[src/design/ip_source_defines.vh]
// constants for the ip address source selector
`ifndef IP_SOURCE_DEFINES_VH
`define IP_SOURCE_DEFINES_VH
// mode selector positions
`define POS_DHCP_A 4'hA
`define POS_DHCP_B 4'hB
`define POS_FALLBACK 4'hC
`define POS_STORED 4'hD
`define POS_CLEAR 4'hE
`define POS_MAC 4'hF
// source modes
`define SRC_SERVER 3'h0
`define SRC_FALLBACK 3'h1
`define SRC_STORED 3'h2
`define SRC_CLEAR 3'h3
`define SRC_MAC 3'h4
`define SRC_NAME 3'h5
// factory stored address
`define DEFAULT_IP 32'hC0A8640A
// last byte limits
`define LAST_MIN 8'h01
`define LAST_MAX 8'h9F
`define MAC_LOW_FIX 8'h01
`define MAC_HIGH_FIX 8'hFE
// timing
`define CLK_HZ 20000000
`define FALLBACK_S 120
// the product passes 2^31, so it is worked out in 64 bits to avoid wrapping
`define FALLBACK_CYCLES (64'h0000000000000001 * `FALLBACK_S * `CLK_HZ)
`define FLASH_MS 200
`define FLASH_CYCLES (`FLASH_MS * (`CLK_HZ / 1000))
`define SETTLE_CYCLES 16
`endif

[src/design/ip_source_selector.v]
// ip address source selector: switch decode, fallback timer, last byte
`include "ip_source_defines.vh"
`default_nettype none
// What this block does
// - position C asks the server for an address by mac, ignoring the tens switch.
// - in fallback mode, no server address within 120 s switches to the stored address.
// - the stored address defaults to 192.168.100.10 until changed.
// - a switch-built last byte keeps the stored first three bytes.
// - the switch last byte is ten times the tens switch plus the mode switch.
// - tens 0..F and mode 0..9 are taken; only results 1..159 are valid.
// - position E at power-up enters address clear mode and enables last byte entry.
// - address clear mode without a valid address gives a repeating two-flash pattern.
// - a valid last byte taken in address clear mode turns the indicator steady on.
// - a switch change after steady on returns to two flashes until a new valid value.
// - position D uses the stored address directly.
// - positions A and B ask the server by mac with no timed fallback.
// - position F takes the last byte from the mac, keeping stored first bytes.
// - mac last byte 00 maps to 1 and FF maps to 254.
module ip_source_selector #(
	parameter [63:0] FALLBACK_CYCLES = `FALLBACK_CYCLES,
	parameter FLASH_CYCLES = `FLASH_CYCLES,
	parameter [31:0] DEFAULT_IP = `DEFAULT_IP
)
(
	// clock and reset
	input wire ref_clk,
	input wire rst,
	// rotary switches
	input wire [3:0] mode_selector_switch,
	input wire [3:0] tens_selector_switch,
	// identity and stored address
	input wire [7:0] mac_last_byte,
	input wire nv_write,
	input wire [31:0] nv_write_data,
	// server side status
	input wire server_addr_valid,
	input wire [31:0] server_addr,
	// results
	output reg [2:0] source_mode,
	output reg request_server,
	output reg [31:0] ip_address,
	output reg ip_valid,
	output reg [31:0] nv_address,
	output reg status_led
);
	// ------------------------------------------------------------
	// power-up sampling of the mode switch
	// ------------------------------------------------------------
	reg sampled;
	reg fell_back;
	reg [63:0] fb_count;
	reg [7:0] last_byte;
	reg last_ok;
	reg [7:0] held_switches;
	reg [4:0] settle;
	wire led_flash;
	wire settled;
	wire flash_run;

	// sample once on the first edge after reset release, then hold
	always @(posedge ref_clk or posedge rst)
	begin
		if (rst)
		begin
			sampled <= 1'b0;
			source_mode <= `SRC_SERVER;
		end
		else if (!sampled)
		begin
			sampled <= 1'b1;
			case (mode_selector_switch)
				`POS_DHCP_A, `POS_DHCP_B: source_mode <= `SRC_SERVER;
				`POS_FALLBACK: source_mode <= `SRC_FALLBACK;
				`POS_STORED: source_mode <= `SRC_STORED;
				`POS_CLEAR: source_mode <= `SRC_CLEAR;
				`POS_MAC: source_mode <= `SRC_MAC;
				default: source_mode <= `SRC_NAME;
			endcase
		end
	end

	// ------------------------------------------------------------
	// stored address
	// ------------------------------------------------------------
	// factory value after reset; software writes replace it
	always @(posedge ref_clk or posedge rst)
	begin
		if (rst)
			nv_address <= `DEFAULT_IP;
		else if (nv_write)
			nv_address <= nv_write_data;
		else if (source_mode == `SRC_CLEAR && sampled && last_ok && settled)
			nv_address <= {nv_address[31:8], last_byte};
	end

	// ------------------------------------------------------------
	// last byte from the switches
	// ------------------------------------------------------------
	// combinational decode; tens range is fully covered by four bits
	always @*
	begin
		last_byte = {tens_selector_switch, 3'h0} + {tens_selector_switch, 1'b0}
			+ {4'h0, mode_selector_switch};
		last_ok = (mode_selector_switch <= 4'h9) && (last_byte >= `LAST_MIN)
			&& (last_byte <= `LAST_MAX);
	end

	// switches are hand turned, so a value must hold for a while before use
	always @(posedge ref_clk or posedge rst)
	begin
		if (rst)
		begin
			held_switches <= 8'h00;
			settle <= 5'h00;
		end
		else if ({tens_selector_switch, mode_selector_switch} != held_switches)
		begin
			held_switches <= {tens_selector_switch, mode_selector_switch};
			settle <= 5'h00;
		end
		else if (settle != `SETTLE_CYCLES)
			settle <= settle + 5'h01;
	end

	// a value counts only once it has held still; the compare against the held
	// copy keeps the first edge of a new setting from slipping through unsettled
	assign settled = (settle == `SETTLE_CYCLES)
		&& ({tens_selector_switch, mode_selector_switch} == held_switches);

	// ------------------------------------------------------------
	// fallback timer
	// ------------------------------------------------------------
	// only fallback mode times out; other server modes wait forever
	always @(posedge ref_clk or posedge rst)
	begin
		if (rst)
		begin
			fb_count <= 64'h0000000000000000;
			fell_back <= 1'b0;
		end
		else if (source_mode == `SRC_FALLBACK && sampled && !server_addr_valid && !fell_back)
		begin
			if (fb_count == FALLBACK_CYCLES - 64'h1)
				fell_back <= 1'b1;
			else
				fb_count <= fb_count + 64'h1;
		end
	end

	// ------------------------------------------------------------
	// address result and indicator
	// ------------------------------------------------------------
	// flashing only while clear mode still waits for a usable last byte
	assign flash_run = (source_mode == `SRC_CLEAR) && sampled && !ip_valid;

	flash_pattern #(
		.TICK(FLASH_CYCLES)
	)
	u_flash (
		.ref_clk(ref_clk),
		.rst(rst),
		.run(flash_run),
		.led(led_flash)
	);

	// one registered decision per mode
	always @(posedge ref_clk or posedge rst)
	begin
		if (rst)
		begin
			request_server <= 1'b0;
			ip_address <= 32'h00000000;
			ip_valid <= 1'b0;
			status_led <= 1'b0;
		end
		else if (sampled)
		begin
			request_server <= 1'b0;
			ip_valid <= 1'b0;
			status_led <= 1'b0;
			case (source_mode)
				`SRC_SERVER, `SRC_NAME:
				begin
					request_server <= !server_addr_valid;
					ip_address <= server_addr;
					ip_valid <= server_addr_valid;
				end
				`SRC_FALLBACK:
				begin
					request_server <= !server_addr_valid && !fell_back;
					ip_address <= fell_back ? nv_address : server_addr;
					ip_valid <= server_addr_valid || fell_back;
				end
				`SRC_STORED:
				begin
					ip_address <= nv_address;
					ip_valid <= 1'b1;
				end
				`SRC_CLEAR:
				begin
					ip_address <= {nv_address[31:8], last_byte};
					ip_valid <= last_ok && settled;
					status_led <= (last_ok && settled) ? 1'b1
						: led_flash;
				end
				`SRC_MAC:
				begin
					if (mac_last_byte == 8'h00)
						ip_address <= {nv_address[31:8], `MAC_LOW_FIX};
					else if (mac_last_byte == 8'hFF)
						ip_address <= {nv_address[31:8], `MAC_HIGH_FIX};
					else
						ip_address <= {nv_address[31:8], mac_last_byte};
					ip_valid <= 1'b1;
				end
				default:
					ip_valid <= 1'b0;
			endcase
		end
	end
endmodule // ip_source_selector
`default_nettype wire

[src/design/flash_pattern.v]
// status indicator flash pattern generator: two flashes then a pause
`default_nettype none
module flash_pattern #(
	parameter TICK = 4000000
)
(
	// clock and reset
	input wire ref_clk,
	input wire rst,
	// control
	input wire run,
	// indicator level
	output reg led
);
	// ------------------------------------------------------------
	// tick divider and phase counter
	// ------------------------------------------------------------
	reg [31:0] tick_count;
	reg [2:0] phase;
	wire tick;
	assign tick = (tick_count == TICK - 1);

	// eight phases: on,off,on,off then four off for the pause
	always @(posedge ref_clk or posedge rst)
	begin
		if (rst)
		begin
			tick_count <= 32'h00000000;
			phase <= 3'h0;
			led <= 1'b0;
		end
		else if (!run)
		begin
			tick_count <= 32'h00000000;
			phase <= 3'h0;
			led <= 1'b0;
		end
		else
		begin
			tick_count <= tick ? 32'h00000000 : tick_count + 32'h00000001;
			if (tick)
				phase <= phase + 3'h1;
			led <= (phase == 3'h0) || (phase == 3'h2);
		end
	end
endmodule // flash_pattern
`default_nettype wire

[config.mk]
export PLATFORM = sky130hd
export DESIGN_NAME = ip_source_selector
export DESIGN_NICKNAME = d
export VERILOG_FILES = /design/src/design/ip_source_selector.v /design/src/design/flash_pattern.v
export VERILOG_INCLUDE_DIRS = /design/src /design/src/design
export SDC_FILE = /design/constraint.sdc
export NUM_CORES = 1
export LEC_CHECK = 0
export ABC_CLOCK_PERIOD_IN_PS = 14000
export BUFFER_PORTS_ARGS = -buffer_cell sky130_fd_sc_hd__buf_2
export CAP_MARGIN = 10
export CORE_MARGIN = 2
export CORE_UTILIZATION = 50
export CTS_CLUSTER_DIAMETER = 200
export CTS_CLUSTER_SIZE = 24
export DETAILED_ROUTE_END_ITERATION = 6
export PLACE_DENSITY = 0.72
export SYNTH_ARGS = -nofsm -noshare
export SYNTH_HDL_FRONTEND = slang
export SYNTH_SLANG_ARGS = --single-unit
[constraint.sdc]
create_clock -name ref_clk -period 14 [get_ports ref_clk]
set_input_delay 0.7 -clock ref_clk [delete_from_list [all_inputs] [get_ports ref_clk]]
set_output_delay 0.7 -clock ref_clk [all_outputs]
set_load 0.01 [all_outputs]
Word-level counts from Yosys, hierarchy flattened. Index checks and enable logic that the tools add are counted.

Add/subtract/negate cells: 6. Magnitude comparators: 3. Equal/unequal tests: 20. Mux-type cells: 18. Bitwise logic cells: 1. Reductions and logical operators: 29.

Operator list (count): case mux 32 bit (5 select lines) (1); two-way mux 32 bit (4); adder 64 x 1 -> 64 bit, second input constant (1); == test 64 x 32 -> 1 bit, second input constant (1); adder 32 x 1 -> 32 bit, second input constant (1); == test 32 x 22 -> 1 bit, second input constant (1); == test 4 bit, second input constant (6); two-way mux 8 bit (3); case mux 3 bit (5 select lines) (1); logical AND 1 bit (12); two-way mux 5 bit (2); == test 3 x 2 -> 1 bit, second input constant (3); adder 7 x 5 -> 8 bit (1); adder 8 x 4 -> 8 bit (1); == test 8 bit (1); == test 8 bit, second input constant (1); >= comparator 8 x 1 -> 1 bit, second input constant (1); <= comparator 8 bit, second input constant (1); logical NOT 8 bit (1); inequality test 8 bit (1); == test 3 bit, second input constant (2); logical NOT 3 bit (2); two-way mux 3 bit (2); AND reduction 2 bit (3); other kinds (16) (24).

Bits in registers: 185. Input port bits: 84. Output and inout bits: 70. Word-level logic and storage cells: 92.

Logic depth before layout (Yosys ltp). Gate-level depths: netlist of the first run.

Depth after elaboration: 9. Depth in mapped cells: 10.

Modules after synthesis. Synthesis of the first run repeated with hierarchy kept, for this count alone.

Cell total of the unflattened synthesis: 940. Area, all modules: 9495.4 um2.

Modules (own cells, without submodules): ip_source_selector (times used 1, cells each 727, area an instance 7505.9 um2, seq. area each 3741.1 um2); flash_pattern (times used 1, cells each 213, area an instance 1989.4 um2, seq. area each 900.9 um2).

Worst setup path before layout of the first run. OpenSTA, ideal clock, no wires.

Path kind: input port to flip-flop. From: in mode_selector_switch[3]. To: reg nv_address[4]. Library setup time: 126 ps. Arrival time: 3182 ps. Path slack: 10692 ps. Stages: 10. Buffers on the path: 0. Path through: inv_1 fa_1 inv_1 ha_1 a21o_1 a21oi_1 o22ai_1 nor4_4 a31oi_4 a221o_1.

Longest elaborated chain between the ends: 7.

RTL lines: from (decl) (line ip_source_selector.v:29) `input wire [3:0] mode_selector_switch,`; adder 8 x 4 -> 8 bit (line ip_source_selector.v:103) `+ {4'h0, mode_selector_switch};`; >= comparator 8 x 1 -> 1 bit (no source line); logical AND 1 bit (2 in a row) (line ip_source_selector.v:104) `` last_ok = (mode_selector_switch <= 4'h9) && (last_byte >= `LAST_MIN) ``; logical AND 1 bit (2 in a row) (line ip_source_selector.v:92) `` else if (source_mode == `SRC_CLEAR && sampled && last_ok && settled) ``; nonzero test 2 bit (no source line); to (signal assigned) (line ip_source_selector.v:89) `` nv_address <= `DEFAULT_IP; ``; to (signal assigned) (line ip_source_selector.v:91) `nv_address <= nv_write_data;`; to (signal assigned) (line ip_source_selector.v:93) `nv_address <= {nv_address[31:8], last_byte};`; to (decl) (line ip_source_selector.v:43) `output reg [31:0] nv_address,`.

Parallel ways exist; a longest one is shown, timed or not. The select of a mux whose other input is x is not followed. A chain may end at the register's enable or synchronous reset.

Worst setup path in the final report of the first run.
From: in mode_selector_switch[3]. To: reg nv_address[6].

Same word-level chain as after synthesis.

==> results.md, run 1 <==
* Power per cell area at 116 mW/mm²
* # IOs at 154
* Antenna cells at 0
* Met2 Use GR at 34.8%
* Post-synthesis sequential area ratio at 51.7%
* H-Tree Depth at 4
* Slowest stage cell, crit path: fa_1
* Status: completed
* CTS root buf: clkbuf_16
* Layer carrying the most global-route usage: met2
* Clock network fraction of total power at 38.6%
* Grt ovf at 0
* CTS sink cnt at 185
* Iter 0 DRT Violations at 378
* Lkg Pwr at 4.75 nW
* Die Y-Extent at 138 µm
* RSZ-0062 raised after global routing: false
* Syn avg cell area at 10.7 µm²
* Post-synth EDFFs at 0
* Int Power at 0.900 mW
* Share of cells above drive strength 1 at 24.2%
* Post-placement worst setup slack at 10.29 ns
* Ys async rst share at 100%
* Family with the most delay on the worst path: compound AO/OA/AOI/OAI gates
* Worst VDD drop at 0.000116 V
* Routed vias at 6636
* Clock skew at 0.0139 ns
* TritonCTS Buffers at 17
* Vias per cell at 5.45
* DR DRC count at 0
* Antenna viol nets, final at 0
* Most common flop cell mapped by yosys: dfrtp_1
* Slew HR at 22.2%
* Hold Buf Count CTS at 0
* Nets@finish at 1076
* #FFs+latches synth at 185
* Post-Synthesis Net Count at 940
* Drt first pass iters at 6
* GPL Wtd Cong at 0.817
* Power Total at 1.22 mW
* Worst Path Arrival at 3.61 ns
* CP dominant cell by count: inv_1
* Post-Syn Instances at 840
* Synth-to-layout area growth at 16.5%
* Met1 Usage GRT at 28.4%
* Number of max-cap violations at 0
* Max stage delay on crit path at 0.61 ns
* Hold crit path type: in2async
* Register area at 0.00464 mm²
* Yosys top cell by area: dfrtp_1
* Pins Over Slew Limit at 0
* Routed wire per std cell at 16.1 µm
* Sequential power share at 48.9%
* Fin. Hold Viols at 0
* FMAX at 304 MHz
* Multi-input gate area in the final layout at 0.00408 mm²
* DIE WIDTH at 138 µm
* Initial antenna violation count at 0
* Worst Path Buf+Inv at 3
* Clock Path Buffers at 2
* Postcts setup bufs at 0
* Ys Warns at 0
* Vias in the first global route at 6529
* Switching share of power at 26.1%
* Worst-path maximum fanout at 8
* Top-area cell type share of the netlist area at 48.7%
* Logic pwr share at 12.5%
* Largest net degree at the start of global routing at 123
* Clock slew at reported path FFs at 0.07 ns
* Post-layout util at 58.9%
* PostCTS Resize Cnt at 0
* Most frequent cells in the layout: dfrtp_1, buf_2, nand2_1
* FILL cells at 1547
* Total GRT Usage at 21.3%
* Die area at 0.0191 mm²
* Endpoints failing setup at 0
* TNS Setup at 0 ns
* GRT met3 Usage at 4.54%
* Critical path class: in2reg
* CTS tree: done
* Cell Chain, Critical Path: buf_2, inv_1, fa_1, inv_1, ha_1, a21o_1, a21oi_1, o22ai_1, nor4_4, a31oi_4, a221o_1
* First-pass GRT wire length at 33.1 mm
* Port buffer count at 153
* Synth cell types at 63
* Clk_lat worst skew at 0.43 ns
* Setup WS post-layout at 10.71 ns
* Data required time of the critical path at 14.31 ns
* Final Cycle Share at 23.5%
* Rows at 49
* Synth Cell Area at 0.00898 mm²
* Synth area leaders: dfrtp_1, xnor2_1, xor2_1
* Final min period at 3.29 ns
* P_sw at 0.318 mW
* HPWL after detailed placement at 13.9 mm
* Leading cell type in the layout, fill and taps excluded: dfrtp_1
* Core Area at 0.0178 mm²
* Worst Setup End Kind: flop
* Final Routed Wirelength at 19.6 mm
* Setup crit start kind: input port
* Starting density of the core at 50.5%
* Actual slew at the worst max-slew pin at 1.16 ns
-- worst register-to-register path, cell delays in order, from the launching register on --
cell	delay [ns]
dfrtp_1	0.51
nor2b_1	0.24
and2_1	0.47
nand2_1	0.27
or3_1	0.84
a21oi_1	0.29
-- flip-flops by register name, indices dropped and copies added (netlist names) --
register and flops:
fb_count 64, u_flash.tick_count 32, request_server 1, u_flash.phase 3
settle 5, status_led 1, source_mode 3, nv_address 32
ip_valid 1, fell_back 1, held_switches 8, ip_address 32
sampled 1, u_flash.led 1
-- power by group through the flow --
stage | combinational (mW) | sequential [mW] | clock (mW)
2_1_floorplan | 0.0803 | 0.613 | 0
3_3_place_gp | 0.151 | 0.604 | 0
3_5_place_dp | 0.153 | 0.605 | 0
4_1_cts | 0.154 | 0.596 | 0.479
5_1_grt | 0.168 | 0.600 | 0.503
6_report | 0.152 | 0.596 | 0.470
-- cell usage after synthesis (5+ instances only) --
cell type,instances
xnor2_1,65
nor4_1,15
buf_2,7
dfstp_2,10
a221o_1,8
nor4b_1,7
and2_1,13
xor2_1,40
clkbuf_1,24
a21oi_1,17
nand3_1,39
nand2b_1,5
mux2_2,25
and3_1,20
or3_1,6
a221oi_1,9
ha_1,14
nor3_1,9
dfrtp_1,175
inv_1,25
and4_1,8
mux2i_1,27
o21ai_0,32
nand4_1,28
nand2_1,74
a31oi_1,5
nor2_1,72
nor2b_1,7
-- cell type report --
cell class | instances | share of cell area (%)
clock buffer | 23 | 4.66
clock inverter | 9 | 0.873
inverter | 25 | 0.968
multi-input combinational | 592 | 39.0
sequential | 185 | 44.3
tap | 229 | 2.74
timing repair buffer | 155 | 7.46
-- worst paths after layout --
path                                     endpoint               startpoint  cells past startpoint  slack, ns
max                                 nv_address[6]  mode_selector_switch[3]                     11      10.71
max reg2reg                u_flash.tick_count[30]           source_mode[0]                      5      11.30
min                        u_flash.tick_count[11]                      rst                      2       0.40
max in group asynchronous            fb_count[43]                      rst                      3      12.26
min reg2reg                           u_flash.led         u_flash.phase[2]                      1       0.47
min in group ref_clk             held_switches[4]  tens_selector_switch[0]                      1       0.43
-- logic make-up after synthesis --
| logic type | synth area share (%) |
|---|---|
| simple gates | 19.7 |
| flops | 51.7 |
| xor+xnor | 10.4 |
| compound gates | 6.63 |
| buf+inv | 3.02 |
| mux | 6.14 |
| fa+ha+maj | 2.40 |
| other cells | 0.0417 |
-- per-layer routing --
metal | up-vias | share of wire (%)
li1 | 3210 | -
met1 | 3260 | 45
met2 | 129 | 49
met3 | 37 | 3.5
met4 | 0 | 2.9
met5 | - | 0
-- stage by stage --
stage | instances | hold WS (ns) | cell area [µm²]
after global routing | 1218 | 0.433 | 10500
after global placement | 1186 | 0.452 | 9890
after detailed placement | 1186 | 0.465 | 9890
after floorplan | 840 | 0.430 | 8980
after CTS | 1218 | 0.420 | 10500
final | 1218 | 0.396 | 10500
Note: power is estimated with default switching activity, not from simulation.
==> run 2, diff against run 1 <==
Settings changed: ABC_CLOCK_PERIOD_IN_PS 14000 to 3000, PLACE_DENSITY 0.72 to 0.75.
Clock period 14 ns to 3 ns, I/O delays scaled along.
==> run 2 against run 1 <==
  * Sequential cell count unchanged
  * Utilization rose by 3.5 points
  * Final area rose by 5.9%
  * Total power grew to 5.1 times the previous value
  * Non-clock buffer count is 49 higher
  * Largest power group unchanged
  * Via count up 5.4%
  * Worst setup slack worse by 11 ns
  * Clock skew decreased by 0.0016 ns
  * Critical path depth up 1
  * First-iteration DRC count rose by 4.2%
  * Combinational power rose to 5.1 times the previous value
  * Register-to-register slack lost 11 ns
==> results.md, run 2 (synthesized netlist as in run 1, its figures left out) <==
* Slowest stage cell, crit path: dlygate4sd3_1 (was fa_1)
* HPWL after detailed placement at 14.6 mm (was 13.9 mm)
* Data required time of the critical path at 3.31 ns (was 14.31 ns)
* TritonCTS Buffers at 17 (unchanged)
* Worst VDD drop at 0.000586 V (was 0.000116 V)
* Share of cells above drive strength 1 at 24.5% (was 24.2%)
* First-pass GRT wire length at 35.3 mm (was 33.1 mm)
* Largest net degree at the start of global routing at 76 (was 123)
* Die area at 0.0191 mm² (unchanged)
* Final min period at 2.81 ns
* Iter 0 DRT Violations at 394 (was 378)
* Total GRT Usage at 22.7% (was 21.3%)
* Leading cell type in the layout, fill and taps excluded: dfrtp_1 (unchanged)
* Worst Setup End Kind: flop (unchanged)
* CTS tree: done (unchanged)
* Worst reg2reg endpoint: fb_count[47] (was u_flash.tick_count[30])
* R2R Setup Slk at 0.58 ns (was 11.30 ns)
* Post-layout util at 62.4% (was 58.9%)
* Number of max-cap violations at 0 (unchanged)
* Vias in the first global route at 7079 (was 6529)
* Rows at 49 (unchanged)
* Nets@finish at 1125 (was 1076)
* Most frequent cells in the layout: dfrtp_1, buf_2, nand2_1 (unchanged)
* Port buffer count at 153 (unchanged)
* Top reg by flops: fb_count (unchanged)
* FILL cells at 1455 (was 1547)
* H-Tree Depth at 4 (unchanged)
* Worst reg2reg startpoint: fell_back (was source_mode[0])
* Placed cell area at 0.0100 mm² (was 0.00989 mm²)
* Final Routed Wirelength at 21.4 mm (was 19.6 mm)
* Max stage delay on crit path at 0.53 ns (was 0.61 ns)
* DR DRC count at 0 (unchanged)
* Setup crit start: mode_selector_switch[2] (was mode_selector_switch[3])
* Actual slew at the worst max-slew pin at 1.15 ns (was 1.16 ns)
* Drt first pass iters at 7 (was 6)
* Core Area at 0.0178 mm² (unchanged)
* FMAX at 356 MHz
* Status: completed (unchanged)
* Slew HR at 23.4% (was 22.2%)
* R2R cell count at 6 (was 5)
* Hold crit path type: in2reg (was in2async)
* Endpoints failing setup at 0 (unchanged)
* CTS root buf: clkbuf_16 (unchanged)
* # IOs at 154 (unchanged)
* Clock slew at reported path FFs at 0.07 ns (about the same)
* Lkg Pwr at 5.04 nW (was 4.75 nW)
* CP Capture Point: nv_address[4] (was nv_address[6])
* CTS sink cnt at 185 (unchanged)
* Initial antenna violation count at 2 (was 0)
* Cell Chain, Critical Path: dlygate4sd3_1, buf_2, ha_1, ha_1, inv_1, fa_1, nand2b_1, o311a_1, o22ai_1, nor4_4, a31oi_4, a221o_1 (was buf_2, inv_1, fa_1, inv_1, ha_1, a21o_1, a21oi_1, o22ai_1, nor4_4, a31oi_4, a221o_1)
* Pins Over Slew Limit at 0 (unchanged)
* RSZ-0062 raised after global routing: false (unchanged)
* Fin. Hold Viols at 0 (unchanged)
* Power per cell area at 562 mW/mm² (was 116 mW/mm²)
* Vias per cell at 5.51 (was 5.45)
* Setup crit start kind: input port (unchanged)
* Clock Path Buffers at 2 (unchanged)
* Critical path class: in2reg (unchanged)
* Clock skew at 0.0123 ns (was 0.0139 ns)
* Min Hold Slack at 0.0122 ns (was 0.396 ns)
* Worst-path maximum fanout at 8 (unchanged)
* Routed vias at 6997 (was 6636)
* CP dominant cell by count: ha_1 (was inv_1)
* Cell area after layout at 0.0111 mm² (was 0.0105 mm²)
* Max reg flops at 64 (unchanged)
* Antenna viol nets, final at 0 (unchanged)
* DIE WIDTH at 138 µm (unchanged)
* GPL Wtd Cong at 0.813 (was 0.817)
* Die Y-Extent at 138 µm (unchanged)
* Final Cycle Share at 93.6%
* Worst Path Arrival at 3.12 ns (was 3.61 ns)
* Power Total at 6.23 mW (was 1.22 mW)
* Synth-to-layout area growth at 23.4% (was 16.5%)
* Grt ovf at 0 (unchanged)
* Clk_lat worst skew at 0.43 ns (about the same)
* Starting density of the core at 50.5% (unchanged)
* Routed wire per std cell at 16.9 µm (was 16.1 µm)
[run 2: cell count changes in the layout (fill, tap and decap cells not counted), sizes merged, moves of 2 or more]
cell,before,now
buf,155,168
bufinv,1,7
clkbuf,23,19
clkinvlp,4,2
diode,0,2
dlygate4sd3,0,36
[run 2: repair_timing]
item                                    in CTS  in global routing
buffers inserted                             0                  0
gates resized for setup                      0                  1
endpoints found under the setup margin       0                  6
hold buffers                                36                  0
hold endpoints to repair                    47                  0
[run 2: per-stage QoR]
step,setup TNS [ns],cells,worst slack [ns]
6_report,0,1269,0.193
5_1_grt,0,1269,0.0410
4_1_cts,0,1267,0.0715
3_5_place_dp,-0.155,1199,-0.0452
3_3_place_gp,0,1199,0.0868
2_1_floorplan,0,840,0.242
[run 2: how the worst min path moves through the flow]
stage                                 start  cells past startpoint                to
floorplan           mode_selector_switch[1]                      1  held_switches[1]
global placement                        rst                      2      fb_count[30]
detailed placement                      rst                      2      fb_count[30]
CTS                         server_addr[29]                      3    ip_address[29]
global route                server_addr[31]                      3    ip_address[31]
finish                      server_addr[31]                      3    ip_address[31]
[run 2: cell type report]
| class | count | area (µm²) | share of cell area, % |
|---|---|---|---|
| Antenna cell | 2 | 5.00 | 0.0451 |
| Clock buffer | 19 | 443 | 4.00 |
| Clock inverter | 13 | 264 | 2.38 |
| Inverter | 25 | 97.6 | 0.880 |
| Multi-Input combinational cell | 592 | 4080 | 36.8 |
| Sequential cell | 185 | 4640 | 41.9 |
| Tap cell | 229 | 287 | 2.58 |
| Timing Repair Buffer | 204 | 1260 | 11.4 |
[run 2: worst max-delay path: cells and delay by family]
kind            cells  cell delay (ns)
fa+ha+maj           3             0.86
simple gates        2             0.45
buf+inv             3             0.76
compound gates      4             0.90
[run 2: report_power, final]
part	total, mW	switching, mW	internal, mW
combinational	0.780	0.434	0.346
clock	2.67	0.985	1.68
sequential	2.78	0.118	2.66
[run 2: layer usage]
| layer | track usage (%) | up-vias | part of all wire, % |
|---|---|---|---|
| li1 | - | 3297 | - |
| met3 | 4.23 | 46 | 3.3 |
| met5 | 0 | - | 0 |
| met4 | 9.24 | 0 | 3.0 |
| met1 | 29.8 | 3483 | 44 |
| met2 | 37.5 | 171 | 50 |
==> run 3, diff against run 2 <==
Settings changed: SYNTH_HIERARCHICAL from default to 1.
==> run 3 against run 2 <==
  * First-iteration DRC count is 26% higher
  * Worst setup slack worse by 0.084 ns
  * Clock skew down 0.0014 ns
  * Highest routed layer unchanged
  * Largest power group unchanged
  * Hold slack better by 0.032 ns
  * Global-route usage grew 2.0 points
  * Total power down 5.6%
==> results.md, run 3 <==
* Synth cell types at 78 (was 63)
* Hold crit path type: in2reg (unchanged)
* Post-synthesis sequential area ratio at 48.9% (was 51.7%)
* Worst Path Arrival at 3.21 ns (was 3.12 ns)
* Drt first pass iters at 5 (was 7)
* Switching share of power at 29.2% (was 24.7%)
* Clock slew at reported path FFs at 0.07 ns (about the same)
* Final Cycle Share at 96.4% (was 93.6%)
* HPWL after detailed placement at 16.4 mm (was 14.6 mm)
* Worst Setup End Kind: flop (unchanged)
* DIE WIDTH at 142 µm (was 138 µm)
* R2R Setup Slk at 0.68 ns (was 0.58 ns)
* Worst reg2reg endpoint: fb_count[41] (was fb_count[47])
* Share of cells above drive strength 1 at 23.5% (was 24.5%)
* Met2 Use GR at 41.4% (was 37.5%)
* Pins Over Slew Limit at 0 (unchanged)
* Clock network fraction of total power at 37.8% (was 42.9%)
* Power per cell area at 500 mW/mm² (was 562 mW/mm²)
* Port buffer count at 153 (unchanged)
* Top-area cell type share of the netlist area at 46.1% (was 48.7%)
* FMAX at 346 MHz (was 356 MHz)
* Worst reg2reg startpoint: fb_count[40] (was fell_back)
* FILL cells at 1462 (was 1455)
* Core Area at 0.0186 mm² (was 0.0178 mm²)
* Cell with the most instances after synthesis: dfrtp_1 (unchanged)
* Max reg flops at 64 (unchanged)
* Most frequent cells in the layout: dfrtp_1, buf_2, nand2_1 (unchanged)
* Clock skew at 0.0109 ns (was 0.0123 ns)
* Post-synth EDFFs at 0 (unchanged)
* Top reg by flops: fb_count (unchanged)
* H-Tree Depth at 4 (unchanged)
* Actual slew at the worst max-slew pin at 0.870 ns (was 1.15 ns)
* Worst-path maximum fanout at 8 (unchanged)
* Setup WS post-layout at 0.108 ns (was 0.193 ns)
* Worst VDD drop at 0.000375 V (was 0.000586 V)
* Int Power at 4.16 mW (was 4.69 mW)
* Post-Syn Instances at 940 (was 840)
* Total placed cells including tap cells at 1293 (was 1199)
* Post-Synthesis Net Count at 1040 (was 940)
* Number of max-cap violations at 0 (unchanged)
* RSZ-0062 raised after global routing: false (unchanged)
* Routed vias at 8080 (was 6997)
* GRT met3 Usage at 5.13% (was 4.23%)
* GPL Wtd Cong at 0.851 (was 0.813)
* Initial antenna violation count at 2 (unchanged)
* Layer carrying the most global-route usage: met2 (unchanged)
* Cell area after layout at 0.0117 mm² (was 0.0111 mm²)
* TNS Setup at 0 ns (unchanged)
* Post-synth top cells: dfrtp_1, nand2_1, xnor2_1 (was dfrtp_1, nand2_1, nor2_1)
* Ys async rst share at 100% (unchanged)
* Vias per cell at 5.80 (was 5.51)
* Slew HR at 42.0% (was 23.4%)
* Total GRT Usage at 24.7% (was 22.7%)
* Data required time of the critical path at 3.32 ns (was 3.31 ns)
* Nets@finish at 1243 (was 1125)
* DR DRC count at 0 (unchanged)
* Met1 Usage GRT at 31.6% (was 29.8%)
* Min-delay src: server_addr[0] (was server_addr[31])
* Die Y-Extent at 142 µm (was 138 µm)
* R2R cell count at 7 (was 6)
* Synth-to-layout area growth at 23.7% (was 23.4%)
* Critical path class: in2reg (unchanged)
* Clock Path Buffers at 2 (unchanged)
* Status: completed (unchanged)
* Final min period at 2.89 ns (was 2.81 ns)
* Hold path depth at 3 (unchanged)
* Largest net degree at the start of global routing at 69 (was 76)
* #FFs+latches synth at 185 (unchanged)
* Lkg Pwr at 5.12 nW (was 5.04 nW)
* Iter 0 DRT Violations at 495 (was 394)
* Logic pwr share at 15.0% (was 12.5%)
* Placed cell area at 0.0105 mm² (was 0.0100 mm²)
* CTS tree: done (unchanged)
* Fin. Hold Viols at 0 (unchanged)
* Grt ovf at 0 (unchanged)
* TritonCTS Buffers at 17 (unchanged)
* Yosys top cell by area: dfrtp_1 (unchanged)
* Rows at 50 (was 49)
* Post-layout util at 63.0% (was 62.4%)
* Synth area leaders: dfrtp_1, xnor2_1, nand2_1 (was dfrtp_1, xnor2_1, xor2_1)
* Post-placement worst setup slack at 0.0449 ns (was -0.0452 ns)
* Vias in the first global route at 7777 (was 7079)
* First-pass GRT wire length at 39.7 mm (was 35.3 mm)
* CTS root buf: clkbuf_16 (unchanged)
* Starting density of the core at 50.9% (was 50.5%)
* Die area at 0.0201 mm² (was 0.0191 mm²)
* Syn avg cell area at 10.1 µm² (was 10.7 µm²)
* Sequential power share at 47.2% (was 44.6%)
* Synth Cell Area at 0.00950 mm² (was 0.00898 mm²)
* Setup crit start kind: input port (unchanged)
* CTS sink cnt at 185 (unchanged)
* Final Routed Wirelength at 24.6 mm (was 21.4 mm)
* Ys Warns at 6 (was 0)
* P_sw at 1.71 mW (was 1.54 mW)
* Final non-filler cell total at 1392 (was 1269)
* Clk_lat worst skew at 0.43 ns (about the same)
* Endpoints failing setup at 0 (unchanged)
* Routed wire per std cell at 17.7 µm (was 16.9 µm)
* # IOs at 154 (unchanged)
* Leading cell type in the layout, fill and taps excluded: dfrtp_1 (unchanged)
* Antenna viol nets, final at 0 (unchanged)
* Most common flop cell mapped by yosys: dfrtp_1 (unchanged)
* WHS Endpoint: ip_address[0] (was ip_address[31])
-- run 3: changes by cell type after synthesis, moves of 5 or more --
cell and delta:
nand2_1 +31, mux2i_1 -22, xor2_1 -22, a31oi_1 +20
o21ai_0 -16, o31ai_1 +13, nand4_1 +12, or4_1 +11
nand3_1 +9, buf_2 +8, nor3_1 +8, xnor2_1 +7
a21oi_1 +6, nor2b_1 +5
-- run 3: logic make-up (layout without fill, tap and decap cells) --
kind of cell,count (synthesis),in the layout,synth area share (%)
and+or+nand+nor,413,413,24.2
DFF,185,185,48.9
AOI/OAI and AO/OA,123,123,8.87
xor gates and xnor gates,91,91,8.47
buffers and inverters,81,297,3.78
muxes,30,30,3.49
adders and majority gates,16,16,2.27
other,1,3,0.0395
-- run 3: metrics by stage --
stage / total power [mW] / hold slack (ns)
after global routing: 6.14 / 0.0457
final: 5.88 / 0.0442
after floorplan: 3.26 / 0.248
after CTS: 5.90 / 0.0314
after detailed placement: 3.61 / 0.314
after global placement: 3.59 / 0.312
-- run 3: critical path, stage by stage --
cell and delay, ns:
dlygate4sd3_1 0.54, buf_2 0.16, ha_1 0.28, ha_1 0.18, inv_1 0.06, fa_1 0.38, nor4bb_1 0.15, o211a_1 0.25
o31ai_2 0.25, nor4b_4 0.26, buf_4 0.16, nand2_4 0.08, a221o_1 0.31
-- run 3: layout make-up --
class,count,area (µm²),share of cell area [%]
inverter,29,113,0.959
antenna,2,5.00,0.0426
clock inverter,15,169,1.44
timing repair buffer,236,1590,13.6
tap,234,293,2.49
multi-input combinational,674,4500,38.3
sequential,185,4640,39.5
clock buffer,17,425,3.62
-- run 3: how the worst max path moves through the flow --
stage,slack [ns],cells after the start,from,end
3_3_place_gp,0.11,11,mode_selector_switch[3],nv_address[3]
6_report,0.11,13,tens_selector_switch[1],nv_address[6]
3_5_place_dp,0.04,11,tens_selector_switch[0],nv_address[5]
2_1_floorplan,0.21,9,mode_selector_switch[3],nv_address[0]
4_1_cts,0.03,13,mode_selector_switch[2],nv_address[5]
5_1_grt,0.004,13,tens_selector_switch[1],nv_address[6]
-- run 3: power by group through the flow --
stage | clock (mW) | sequential (mW) | combinational (mW)
CTS | 2.27 | 2.77 | 0.869
global route | 2.39 | 2.79 | 0.961
detailed placement | 0 | 2.82 | 0.799
floorplan | 0 | 2.86 | 0.405
finish | 2.22 | 2.77 | 0.883
global placement | 0 | 2.81 | 0.783
-- run 3: metal layers --
metal | share of wire, % | vias up
met5 | 0 | -
met4 | 2.6 | 0
met3 | 6.0 | 49
met2 | 49 | 331
met1 | 42 | 3927
li1 | - | 3773
-- run 3: timing repair --
item                                    in CTS  in global routing
buffers inserted                             0                  1
endpoints found under the hold margin      128                  0
endpoints found under the setup margin       0                  6
resized for setup                            0                  2
hold buffers                                65                  0
